`config.mk`:
```
export PLATFORM = sky130hd
export DESIGN_NAME = lasf_frontend
export DESIGN_NICKNAME = d
export VERILOG_FILES = /design/src/include/lasf_pkg.sv /design/src/hw/lasf_sync.sv /design/src/hw/lasf_fifo.sv /design/src/hw/lasf_frontend.sv
export SDC_FILE = /design/constraint.sdc
export NUM_CORES = 1
export LEC_CHECK = 0
export BUFFER_PORTS_ARGS = -buffer_cell sky130_fd_sc_hd__buf_2
export CORE_UTILIZATION = 65
export DETAILED_ROUTE_END_ITERATION = 10
export PLACE_DENSITY_LB_ADDON = 0.3
export SLEW_MARGIN = 20
export SYNTH_ARGS = -nofsm -noshare
export SYNTH_HDL_FRONTEND = slang
export SYNTH_SLANG_ARGS = --single-unit
export TNS_END_PERCENT = 30
```
`constraint.sdc`:
```
create_clock -name core_clk_i -period 8.7 [get_ports core_clk_i]
set_input_delay 1.74 -clock core_clk_i [delete_from_list [all_inputs] [get_ports core_clk_i]]
set_output_delay 1.74 -clock core_clk_i [all_outputs]
set_load 0.05 [all_outputs]
```
`src/include/lasf_pkg.sv`:
```
/*
 Shared constants and types of the linear array serial front end:
 command codes, pixel layout, timing counts and the command carrier.
 Assumes a 10 MHz core clock; all users refer to names as lasf_pkg::name.
*/
package lasf_pkg;

    // ==================================================================
    // Clock and timing
    localparam int CORE_CLK_KHZ = 10000;
    localparam int STARTUP_US = 500;
    // Least time, so round up to whole cycles
    localparam int STARTUP_CYCLES = (STARTUP_US * CORE_CLK_KHZ + 999) / 1000;
    localparam logic [15:0] STARTUP_CNT_RESET = 16'h0000;

    // ==================================================================
    // Frame layout
    localparam int FRAME_BYTES = 3;
    localparam logic [1:0] LAST_BYTE_IDX = 2'(FRAME_BYTES - 1);
    localparam logic [2:0] LAST_BIT_IDX = 3'h7;
    localparam int TOKEN_BIT = 7;

    // ==================================================================
    // First control byte codes
    localparam logic [7:0] CMD_IDLE = 8'h00;
    localparam logic [7:0] CMD_CHIP_RESET = 8'hf0;
    localparam logic [7:0] CMD_READ_THR = 8'hd8;
    localparam logic [7:0] CMD_WRITE_THR = 8'hcc;
    localparam logic [7:0] CMD_START_INT = 8'hb8;
    localparam logic [7:0] CMD_START_INT_LONG = 8'hb4;
    localparam logic [7:0] CMD_READOUT_1 = 8'h9c;
    localparam logic [7:0] CMD_READOUT_2 = 8'h96;
    localparam logic [7:0] CMD_READOUT_4 = 8'h93;
    localparam logic [7:0] CMD_READOUT_8 = 8'h99;
    localparam logic [7:0] CMD_ZEBRA_1 = 8'he8;
    localparam logic [7:0] CMD_ZEBRA_2 = 8'he4;
    localparam logic [7:0] CMD_ZEBRA_12 = 8'he2;
    localparam logic [7:0] CMD_ZEBRA_0 = 8'he1;
    localparam logic [7:0] CMD_SLEEP = 8'hc6;
    localparam logic [7:0] CMD_WAKE = 8'hc3;

    // ==================================================================
    // Sanity byte and counters
    localparam logic [4:0] CMD_CNT_RESET = 5'h00;
    localparam logic [4:0] CMD_CNT_MAX = 5'h1f;
    localparam logic [4:0] CMD_CNT_WRAP = 5'h10;
    localparam logic [7:0] TX_IDLE_BYTE = 8'h00;

    // ==================================================================
    // Pixel layout: one test pixel, 142 active, one dark pixel
    localparam int ACTIVE_PIXELS = 142;
    localparam logic [7:0] PIXEL_TEST_IDX = 8'h01;
    localparam logic [7:0] PIXEL_DARK_IDX = 8'(ACTIVE_PIXELS + 2);
    localparam logic [7:0] PIXEL_IDX_RESET = 8'h00;

    // ==================================================================
    // Pin synchroniser: sclk, select, mosi idle levels
    localparam logic [2:0] SYNC_RESET = 3'h6;

    // ==================================================================
    // Command buffer
    localparam int CMD_FIFO_DEPTH = 32;

    typedef struct packed {
        logic [7:0] ctrl1;
        logic [7:0] ctrl2;
        logic [7:0] ctrl3;
    } lasf_cmd_t;

endpackage

```
`src/hw/lasf_sync.sv`:
```
/*
 Three-stage pin synchroniser with agreement filter.
 Assumes asynchronous inputs; output changes only when stages two and three agree.
*/
`timescale 1ns/1ps
`default_nettype none

module lasf_sync #(
    parameter int WIDTH = 3,
    parameter logic [WIDTH-1:0] RESET_VAL = '0
) (
    // Clock and reset
    input wire logic clk_i,
    input wire logic nrst_i,
    // Pins and filtered levels
    input wire logic [WIDTH-1:0] pin_i,
    output logic [WIDTH-1:0] level_o
);

    // ==================================================================
    // Stages
    logic [WIDTH-1:0] stage1;
    logic [WIDTH-1:0] stage2;
    logic [WIDTH-1:0] stage3;

    always_ff @(posedge clk_i) begin
        if (!nrst_i) begin
            stage1 <= RESET_VAL;
            stage2 <= RESET_VAL;
            stage3 <= RESET_VAL;
        end else begin
            stage1 <= pin_i;
            stage2 <= stage1;
            stage3 <= stage2;
        end
    end

    // Per bit: a change counts once two and three agree
    always_ff @(posedge clk_i) begin
        if (!nrst_i) begin
            level_o <= RESET_VAL;
        end else begin
            for (int i = 0; i < WIDTH; i++) begin
                if (stage2[i] == stage3[i]) begin
                    level_o[i] <= stage3[i];
                end
            end
        end
    end

endmodule

`default_nettype wire

```
`src/hw/lasf_fifo.sv`:
```
/*
 Flip-flop FIFO with valid/ready on both sides.
 Assumes DEPTH is a power of two; reads are first-word fall-through.
*/
`timescale 1ns/1ps
`default_nettype none

module lasf_fifo #(
    parameter int WIDTH = 24,
    parameter int DEPTH = 32
) (
    // Clock and reset
    input wire logic clk_i,
    input wire logic nrst_i,
    // Fill side
    input wire logic in_valid_i,
    output logic in_ready_o,
    input wire logic [WIDTH-1:0] in_data_i,
    // Drain side
    output logic out_valid_o,
    input wire logic out_ready_i,
    output logic [WIDTH-1:0] out_data_o
);

    localparam int AW = $clog2(DEPTH);

    // ==================================================================
    // Storage and pointers
    logic [WIDTH-1:0] mem [DEPTH];
    logic [AW-1:0] wr_ptr;
    logic [AW-1:0] rd_ptr;
    logic [AW:0] count;
    logic push;
    logic pop;

    assign in_ready_o = (count != (AW+1)'(DEPTH));
    assign out_valid_o = (count != '0);
    assign push = in_valid_i && in_ready_o;
    assign pop = out_valid_o && out_ready_i;
    assign out_data_o = mem[rd_ptr];

    always_ff @(posedge clk_i) begin
        if (push) begin
            mem[wr_ptr] <= in_data_i;
        end
    end

    always_ff @(posedge clk_i) begin
        if (!nrst_i) begin
            wr_ptr <= '0;
            rd_ptr <= '0;
            count <= '0;
        end else begin
            if (push) begin
                wr_ptr <= wr_ptr + AW'(1);
            end
            if (pop) begin
                rd_ptr <= rd_ptr + AW'(1);
            end
            if (push && !pop) begin
                count <= count + (AW+1)'(1);
            end else if (pop && !push) begin
                count <= count - (AW+1)'(1);
            end
        end
    end

endmodule

`default_nettype wire

```
`src/hw/lasf_frontend.sv`:
```
/*
 Serial slave front end of a linear optical sensor array: bit and byte
 framing, command token check, sanity byte, output shifting and pixel
 sequencing for read-out, with received commands buffered for the core.
 Assumes the pins are asynchronous to core_clk_i and the serial clock is
 well below a quarter of the core clock, so edges are found by sampling.
*/
`timescale 1ns/1ps
`default_nettype none

module lasf_frontend #(
    parameter int STARTUP_CYCLES = lasf_pkg::STARTUP_CYCLES
) (
    // Clock and reset
    input wire logic core_clk_i,
    input wire logic nrst_i,
    // Serial pins
    input wire logic sclk_i,
    input wire logic cs_n_i,
    input wire logic mosi_i,
    output logic miso_o,
    output logic miso_oe_o,
    // Command stream to the core
    output logic cmd_valid_o,
    output lasf_pkg::lasf_cmd_t cmd_o,
    input wire logic cmd_ready_i,
    // Pixel source
    input wire logic [7:0] pixel_data_i,
    output logic pixel_take_o,
    output logic [7:0] pixel_index_o,
    output logic pixel_is_test_o,
    output logic pixel_is_dark_o,
    // Integration control
    output logic integ_start_o,
    output logic integ_long_o,
    input wire logic integ_done_i,
    output logic zebra_inject_o,
    // Status
    output logic startup_done_o,
    output logic init_done_o,
    output logic readout_active_o,
    output logic sleep_o,
    output logic overrun_o,
    output logic chip_reset_o
);

    // ==================================================================
    // Functions
    function automatic logic is_known(input logic [7:0] code);
        case (code)
            lasf_pkg::CMD_CHIP_RESET,
            lasf_pkg::CMD_READ_THR,
            lasf_pkg::CMD_WRITE_THR,
            lasf_pkg::CMD_START_INT,
            lasf_pkg::CMD_START_INT_LONG,
            lasf_pkg::CMD_READOUT_1,
            lasf_pkg::CMD_READOUT_2,
            lasf_pkg::CMD_READOUT_4,
            lasf_pkg::CMD_READOUT_8,
            lasf_pkg::CMD_ZEBRA_1,
            lasf_pkg::CMD_ZEBRA_2,
            lasf_pkg::CMD_ZEBRA_12,
            lasf_pkg::CMD_ZEBRA_0,
            lasf_pkg::CMD_SLEEP,
            lasf_pkg::CMD_WAKE: is_known = 1'b1;
            default: is_known = 1'b0;
        endcase
    endfunction

    function automatic logic is_readout(input logic [7:0] code);
        is_readout = (code == lasf_pkg::CMD_READOUT_1) || (code == lasf_pkg::CMD_READOUT_2) ||
                     (code == lasf_pkg::CMD_READOUT_4) || (code == lasf_pkg::CMD_READOUT_8);
    endfunction

    // ==================================================================
    // Pin sampling and edge finding
    logic [2:0] pins;
    logic [2:0] levels;
    logic sclk_f;
    logic cs_n_f;
    logic mosi_f;
    logic sclk_q;
    logic sel;
    logic rise;
    logic fall;

    assign pins = {sclk_i, cs_n_i, mosi_i};

    lasf_sync #(
        .WIDTH(3),
        .RESET_VAL(lasf_pkg::SYNC_RESET)
    ) u_sync (
        .clk_i(core_clk_i),
        .nrst_i(nrst_i),
        .pin_i(pins),
        .level_o(levels)
    );

    assign sclk_f = levels[2];
    assign cs_n_f = levels[1];
    assign mosi_f = levels[0];

    always_ff @(posedge core_clk_i) begin
        if (!nrst_i) begin
            sclk_q <= 1'b1;
        end else begin
            sclk_q <= sclk_f;
        end
    end

    // Edges only count while selected
    assign sel = !cs_n_f;
    assign rise = sel && sclk_f && !sclk_q;
    assign fall = sel && !sclk_f && sclk_q;

    // ==================================================================
    // Bit synchronisation counter
    logic [2:0] bit_cnt;
    logic [1:0] byte_idx;
    logic byte_done;
    logic frame_done;

    always_ff @(posedge core_clk_i) begin
        if (!nrst_i || !sel) begin
            // Deselect clears the count so the next command starts afresh
            bit_cnt <= 3'h0;
            byte_idx <= 2'h0;
        end else if (rise) begin
            bit_cnt <= bit_cnt + 3'h1;
            if (bit_cnt == lasf_pkg::LAST_BIT_IDX) begin
                byte_idx <= (byte_idx == lasf_pkg::LAST_BYTE_IDX) ? 2'h0 : byte_idx + 2'h1;
            end
        end
    end

    assign byte_done = rise && (bit_cnt == lasf_pkg::LAST_BIT_IDX);
    assign frame_done = byte_done && (byte_idx == lasf_pkg::LAST_BYTE_IDX);

    // ==================================================================
    // Receive shifter and frame assembly
    logic [7:0] rx_shift;
    logic [7:0] rx_byte;
    logic [7:0] ctrl1;
    logic [7:0] ctrl2;
    lasf_pkg::lasf_cmd_t frame;
    logic token;
    logic known;
    logic accept;
    logic is_cr;

    assign rx_byte = {rx_shift[6:0], mosi_f};

    always_ff @(posedge core_clk_i) begin
        if (!nrst_i) begin
            rx_shift <= 8'h00;
            ctrl1 <= 8'h00;
            ctrl2 <= 8'h00;
        end else if (rise) begin
            rx_shift <= rx_byte;
            if (byte_done && byte_idx == 2'h0) begin
                ctrl1 <= rx_byte;
            end
            if (byte_done && byte_idx == 2'h1) begin
                ctrl2 <= rx_byte;
            end
        end
    end

    assign frame = '{ctrl1: ctrl1, ctrl2: ctrl2, ctrl3: rx_byte};
    assign token = ctrl1[lasf_pkg::TOKEN_BIT];
    assign known = token && is_known(ctrl1);
    assign accept = frame_done && known;
    assign is_cr = accept && (ctrl1 == lasf_pkg::CMD_CHIP_RESET);

    // ==================================================================
    // Command buffer toward the core
    logic fifo_in_ready;
    logic [23:0] fifo_out;

    // A full buffer cannot stall the master, so the frame is dropped and flagged
    lasf_fifo #(
        .WIDTH(24),
        .DEPTH(lasf_pkg::CMD_FIFO_DEPTH)
    ) u_fifo (
        .clk_i(core_clk_i),
        .nrst_i(nrst_i),
        .in_valid_i(accept),
        .in_ready_o(fifo_in_ready),
        .in_data_i(frame),
        .out_valid_o(cmd_valid_o),
        .out_ready_i(cmd_ready_i),
        .out_data_o(fifo_out)
    );

    assign cmd_o = fifo_out;

    always_ff @(posedge core_clk_i) begin
        if (!nrst_i) begin
            overrun_o <= 1'b0;
        end else begin
            if (is_cr) begin
                overrun_o <= 1'b0;
            end
            // Set after clear so a drop in the same cycle stays visible
            if (accept && !fifo_in_ready) begin
                overrun_o <= 1'b1;
            end
        end
    end

    // ==================================================================
    // Start-up timer, restarted on wake
    logic [15:0] startup_cnt;
    logic wake;

    assign wake = accept && sleep_o && (ctrl1 == lasf_pkg::CMD_WAKE || ctrl1 == lasf_pkg::CMD_CHIP_RESET);

    always_ff @(posedge core_clk_i) begin
        if (!nrst_i || wake) begin
            startup_cnt <= lasf_pkg::STARTUP_CNT_RESET;
            startup_done_o <= 1'b0;
        end else if (startup_cnt == 16'(STARTUP_CYCLES)) begin
            startup_done_o <= 1'b1;
        end else begin
            startup_cnt <= startup_cnt + 16'h0001;
        end
    end

    // ==================================================================
    // Device state: init, sleep, command counter
    logic [4:0] cmd_cnt;
    logic [7:0] sanity;

    always_ff @(posedge core_clk_i) begin
        if (!nrst_i) begin
            init_done_o <= 1'b0;
            sleep_o <= 1'b0;
            cmd_cnt <= lasf_pkg::CMD_CNT_RESET;
            chip_reset_o <= 1'b0;
        end else begin
            chip_reset_o <= is_cr;
            if (is_cr) begin
                // Initialisation completes only with the master's chip reset
                init_done_o <= 1'b1;
                sleep_o <= 1'b0;
                cmd_cnt <= lasf_pkg::CMD_CNT_RESET;
            end else if (accept) begin
                cmd_cnt <= (cmd_cnt == lasf_pkg::CMD_CNT_MAX) ? lasf_pkg::CMD_CNT_WRAP : cmd_cnt + 5'h01;
                if (ctrl1 == lasf_pkg::CMD_SLEEP) begin
                    sleep_o <= 1'b1;
                end else if (ctrl1 == lasf_pkg::CMD_WAKE) begin
                    sleep_o <= 1'b0;
                end
            end
        end
    end

    assign sanity = {!sleep_o, init_done_o, 1'b1, cmd_cnt};

    // ==================================================================
    // Integration and test pixel pattern
    logic integrating;
    logic si_cmd;

    assign si_cmd = accept && (ctrl1 == lasf_pkg::CMD_START_INT || ctrl1 == lasf_pkg::CMD_START_INT_LONG);

    always_ff @(posedge core_clk_i) begin
        if (!nrst_i) begin
            integrating <= 1'b0;
            integ_start_o <= 1'b0;
            integ_long_o <= 1'b0;
        end else begin
            integ_start_o <= 1'b0;
            if (is_cr || integ_done_i) begin
                integrating <= 1'b0;
            end
            // Integration is refused until references are stable
            if (si_cmd && startup_done_o && !sleep_o) begin
                integrating <= 1'b1;
                integ_start_o <= 1'b1;
                integ_long_o <= (ctrl1 == lasf_pkg::CMD_START_INT_LONG);
            end
        end
    end

    // Zebra on pixel 1 for the whole integration cycle
    assign zebra_inject_o = integrating;

    // ==================================================================
    // Read-out pixel sequencing
    logic tx_load;
    logic take;

    assign tx_load = fall && (bit_cnt == 3'h0);
    assign take = tx_load && readout_active_o;

    always_ff @(posedge core_clk_i) begin
        if (!nrst_i) begin
            readout_active_o <= 1'b0;
            pixel_index_o <= lasf_pkg::PIXEL_IDX_RESET;
            pixel_take_o <= 1'b0;
        end else begin
            pixel_take_o <= take;
            if (is_cr) begin
                readout_active_o <= 1'b0;
                pixel_index_o <= lasf_pkg::PIXEL_IDX_RESET;
            end else if (accept && is_readout(ctrl1)) begin
                readout_active_o <= 1'b1;
                pixel_index_o <= lasf_pkg::PIXEL_TEST_IDX;
            end else if (take) begin
                // Dark pixel is the last one, sent like any other
                if (pixel_index_o == lasf_pkg::PIXEL_DARK_IDX) begin
                    readout_active_o <= 1'b0;
                end else begin
                    pixel_index_o <= pixel_index_o + 8'h01;
                end
            end
        end
    end

    assign pixel_is_test_o = readout_active_o && (pixel_index_o == lasf_pkg::PIXEL_TEST_IDX);
    assign pixel_is_dark_o = readout_active_o && (pixel_index_o == lasf_pkg::PIXEL_DARK_IDX);

    // ==================================================================
    // Transmit shifter
    logic [7:0] tx_shift;
    logic [7:0] tx_next;

    always_comb begin
        if (readout_active_o) begin
            tx_next = pixel_data_i;
        end else if (byte_idx == 2'h0) begin
            tx_next = sanity;
        end else begin
            tx_next = lasf_pkg::TX_IDLE_BYTE;
        end
    end

    always_ff @(posedge core_clk_i) begin
        if (!nrst_i || !sel) begin
            tx_shift <= lasf_pkg::TX_IDLE_BYTE;
        end else if (tx_load) begin
            tx_shift <= tx_next;
        end else if (fall) begin
            tx_shift <= {tx_shift[6:0], 1'b0};
        end
    end

    assign miso_o = tx_shift[7];
    // Enable follows select only; reset also releases the line
    assign miso_oe_o = sel;

endmodule

`default_nettype wire

```
# Word level (Yosys, flattened, before mapping)
# Memory sizes are Yosys's and may differ from the RTL's. A register that Yosys moved wholly into a read port is not among the register bits.
# Index checks and enable logic that the tools add are counted.
# W data, S select, Z words.
[word_totals]
register_bits = 104
latchBits = 0
ramBits = 768
rom_bits = 0
output_inout_bits = 47
elab_cells = 157
n_memories = 1
[memory_table]
columns = ["name", "depth", "width", "rd", "rd_ports_with_merged_regs", "wr", "line", "source"]
rows = [
  ["u_fifo.mem", 32, 24, 1, 1, 1, "lasf_fifo.sv:29", "logic [WIDTH-1:0] mem [DEPTH];"],
]
[op_classes]
addsub = 9
mul = 0
div_mod_pow = 0
order_cmp = 0
n_eq_ne = 27
shifts = 0
n_mux = 26
bitwise_logic = 2
n_reduce_logical = 62
[ops]
columns = ["op", "count"]
rows = [
  ["$eq A8 B8 Y1 const B", 16],
  ["$mux W8", 4],
  ["$logic_and A1 B1 Y1", 26],
  ["$add A16 B1 Y16 const B", 1],
  ["$eq A16 B13 Y1 const B", 1],
  ["$mux W1", 16],
  ["$add A5 B1 Y5 const B", 3],
  ["$mux W5", 3],
  ["$reduce_or A15 Y1", 1],
  ["$reduce_and A2 Y1", 7],
  ["$reduce_bool A2 Y1", 7],
  ["$mux W6", 2],
  ["$add A8 B1 Y8 const B", 1],
  ["$eq A8 B1 Y1 const B", 1],
  ["$logic_not A1 Y1", 8],
  ["$logic_or A1 B1 Y1", 8],
  ["$add A6 B1 Y6 const B", 1],
  ["$ne A6 B6 Y1 const B", 1],
  ["$reduce_bool A6 Y1", 1],
  ["$sub A6 B1 Y6 const B", 1],
  ["$eq A5 B5 Y1 const B", 1],
  ["$add A3 B1 Y3 const B", 1],
  ["$eq A1 B1 Y1", 3],
  ["$eq A3 B3 Y1 const B", 1],
  ["10 further kinds", 11],
]

# Logic depth before layout (Yosys ltp)
[depth]
ltp_word = 11
mapped_depth = 14

# Cells and area by module
# A second synthesis with hierarchy kept.
[hier_totals]
cells_unflattened = 1968
hier_area_um2 = 34309.2
[by_module_without_submodules]
columns = ["module", "n_inst", "cells_each", "area_each_um2", "seq_area_each_um2"]
rows = [
  ["lasf_fifo", 1, 1526, 30346.6, 23482.5],
  ["lasf_frontend", 1, 411, 3607.2, 1521.5],
  ["lasf_sync", 1, 31, 355.3, 240.2],
]

# Worst setup path after synthesis
# OpenSTA, ideal clock, no wires.
[synth_timing]
path_type = "reg2out"
from = "register pixel_index_o[2]"
to = "output port pixel_is_test_o"
t_arrival_ps = 2783
t_required_ps = 6960
path_slack_ps = 4177
path_stages_with_launch = 4
n_path_buf = 0
cell_sequence = "dfxtp_1 > nor4_1 > nand2_1 > nor4b_1"
[synth_via]
elab_chain_len = 2
[synth_rtl]
columns = ["element", "line", "source"]
rows = [
  ["from (decl)", "lasf_frontend.sv:30", "output logic [7:0] pixel_index_o,"],
  ["from (signal assigned)", "lasf_frontend.sv:300", "pixel_index_o <= lasf_pkg::PIXEL_IDX_RESET;"],
  ["from (signal assigned)", "lasf_frontend.sv:306", "pixel_index_o <= lasf_pkg::PIXEL_IDX_RESET;"],
  ["from (signal assigned)", "lasf_frontend.sv:309", "pixel_index_o <= lasf_pkg::PIXEL_TEST_IDX;"],
  ["$eq A8 B1 Y1", "lasf_frontend.sv:321", "assign pixel_is_test_o = readout_active_o && (pixel_index_o == lasf_pkg::PIXEL_TEST_IDX);"],
  ["$logic_and A1 B1 Y1", "lasf_frontend.sv:321", ""],
  ["to (decl)", "lasf_frontend.sv:31", "output logic pixel_is_test_o,"],
]
# No other way between the ends.

==> reports/qor.yml <==
placed_design:
  pre_cts_slack_ns: 3.56
  dp_cells: 2395
  gp_congestion: 0.801
  dp_hpwl_um: 41100
  port-buffer-count: 61
power_and_ir_drop:
  powerDensity_nw_per_um2: 212
  power_uw: 8060
  p_leak_uw: 0.0123
  peakVddDrop_mv: 0.183
cts:
  cts_tree: "yes"
  clock_sinks: 877
  cts-root-buf: "clkbuf_16"
  path_clk_slew_ns: 0.06
  cts_resized: 0
  post_cts_buffers: 0
  ctsHoldBuffers: 0
  numCtsBuffers: 83
  clock_latency_ns: 0.65
  clk_path_buf_depth: 3
  htreeDepth: 3
floorplanning:
  die_y_um: 232
  core-area_um2: 51700
  die_w_um: 232
  floorplan.initialDensity_pct: 66.3
  ios: 62
  rows: 83
  die_area_um2: 53700
status:
  status: "completed"
detailed_routing:
  dr.pass1.iters: 5
  viasPerCell: 6.96
  drc_errors: 0
  drt_iter0_markers: 2330
  final_antenna_net_count: 0
  wl_um: 83300
  vias: 17700
  avgRoutedWirePerCell_um: 32.7
sta:
  fmax_mhz: 172
  skew_ns: 0.0320
  relSlewSlack_pct: 23.3
  final.setup.tns_ns: 0
  setup_ws_ns: 2.89
  setup_viol: 0
  tightestPinTransition_ns: 1.15
  final-hold-violation-count: 0
  period_share_pct: 66.8
  slew_viol_final: 0
  finalCriticalPeriod_ns: 5.81
  rsz0062_at_grt: "no"
finish:
  n_fill_cell: 2779
  final_cell_count_no_fill: 2551
  layout_common_cells: "edfxtp_1, mux4_2, dfxtp_1"
  mostFrequentLayoutCell: "edfxtp_1"
  drive_gt1_share_pct: 27.6
  syn2layout_area_growth_pct: 11.0
  layout.nets: 1835
  antenna_cells: 0
  post-route-util_pct: 73.6
critical_path:
  critPathMaxStageDelay_ns: 0.82
  crit_chain: "buf_4 -> mux4_2 -> mux4_2 -> mux2_2 -> buf_2"
  arrival_ns: 4.07
  worstSetupStartpointType: "register"
  cpMostUsedCell: "mux4_2"
  cp_max_fo: 44
  critical_path_class: "reg2out"
  cp_num_buf_inv: 2
  cp-end-kind: "primary output"
  worstPathRequired_ns: 6.96
  crit_path_top_delay_cell: "dfxtp_4"
  crit_family: "multiplexers"
global_route:
  antenna_found_initial: 1
  grt_max_degree: 178
  grt_pass1_wl_um: 120000
  grt_overflow: 0
  track_usage_pct: 32.2
  grt_pass1_vias: 18000
logic_synthesis:
  synth_simple_gate_area_share_pct: 4.18
  synth.avg_cell_area_um2: 20.2
  syn_area_um2: 34300
  yosysSeqAreaShare_pct: 73.6
  synthArstFlopShare_pct: 0
  synth.distinct_cells: 62
  synth_top_family_by_area: "multiplexers"
  synth_edf_count: 768
  synth-adder-area-share_pct: 0.751
  ys_warn_count: 0
  synth-seq-cells: 877
  muxShareOfSynthArea_pct: 17.6
  synth_xor_area_share_pct: 0.894
  syn_inst: 1696
  synth-compound-area-share_pct: 1.51
  synth_nets: 1731
  ys.flop_type: "edfxtp_1"
min_path:
  hp-class: "reg2reg"
flow_run:
  drv_cap: 0
area by class of cell:
class                   count  area (um^2)  share of cell area, %
clock inverters            40          302                  0.792
flip-flops and latches    877        25300                   66.4
well taps                 680          851                   2.23
repair buffers            107          676                   1.77
clock buffers             116         2320                   6.11
inverters                  23         86.3                  0.227
multi-input cells         708         8560                   22.5
cells by family after synthesis:
group,Yosys count
fa+ha+maj,20
mux,300
flops,877
compound gates,81
simple gates,272
buf+inv,111
xor+xnor,35
worst paths after layout:
path / startpoint / end / slack (ns) / cells after the start
worst max register to register: ctrl1[7] / u_fifo.mem[30][12] / 4.44 / 6
worst max-delay path: register / cmd_o[7] / 2.89 / 5
worst min register to register: u_sync.stage1[1] / u_sync.stage2[1] / 0.41 / 1
worst min-delay path: u_sync.stage1[1] / u_sync.stage2[1] / 0.41 / 1
worst reg2reg max path: cells and delay by family, from the launching register on:
family,cells,cell delay [ns]
and+or+nand+nor,3,1.88
DFF,1,0.73
AOI/OAI and AO/OA,2,0.82
buffers and inverters,1,0.47
metrics by stage:
stage               cell area (um^2)  hold slack (ns)
floorplan                      34300            0.386
global placement               35400            0.395
detailed placement             35400            0.401
CTS                            38100            0.416
global route                   38100            0.432
finish                         38100            0.410
synthesized netlist by cell type, types with 3 or more instances:
library cell	instances	share of area (%)
edfxtp_1	768	67
mux4_2	240	16
dfxtp_1	109	6.4
nor2_1	73	0.80
clkbuf_1	47	0.51
nand2_1	44	0.48
and3_1	38	0.69
mux2i_1	36	1.1
a21oi_1	29	0.42
mux2_2	24	0.79
inv_1	23	0.25
buf_2	22	0.32
nand2b_1	21	0.38
xnor2_1	21	0.54
ha_1	19	0.69
o21ai_0	19	0.28
nand3_1	18	0.26
nor3_1	15	0.22
xor2_1	14	0.36
nand4_1	12	0.22
a31oi_1	9	0.16
buf_4	8	0.18
nor4_1	8	0.15
buf_1	6	0.066
or3_1	6	0.11
buf_6	5	0.16
nand3b_1	5	0.11
nor3b_1	5	0.11
or4_1	5	0.11
and3b_1	4	0.10
and2_1	3	0.055
nor2b_1	3	0.055
layer usage:
layer	track usage (%)	share of wire (%)	vias to the layer above
met1	42.1	36	9068
met2	52.4	50	1227
met3	6.96	9.7	285
met4	15.1	5.0	2
li1	-	-	7161
met5	0	0.016	-
sequential cells by signal, indices dropped and copies added, names as in the netlist, 5 cells and up, named ones only:
name / flops
ctrl2: 8
u_fifo.mem: 768
u_fifo.count: 6
tx_shift: 8
cmd_cnt: 5
rx_shift: 7
pixel_index_o: 8
u_fifo.rd_ptr: 5
u_fifo.wr_ptr: 5
startup_cnt: 16
ctrl1: 8
where the power goes:
part	internal, uW	total [uW]	leakage, uW	switching [uW]
clock network	1970	3530	0.00129	1560
logic	6.23	18.0	0.00298	11.8
registers	4510	4510	0.00800	2.57
Power figures use the tool's default switching activity.
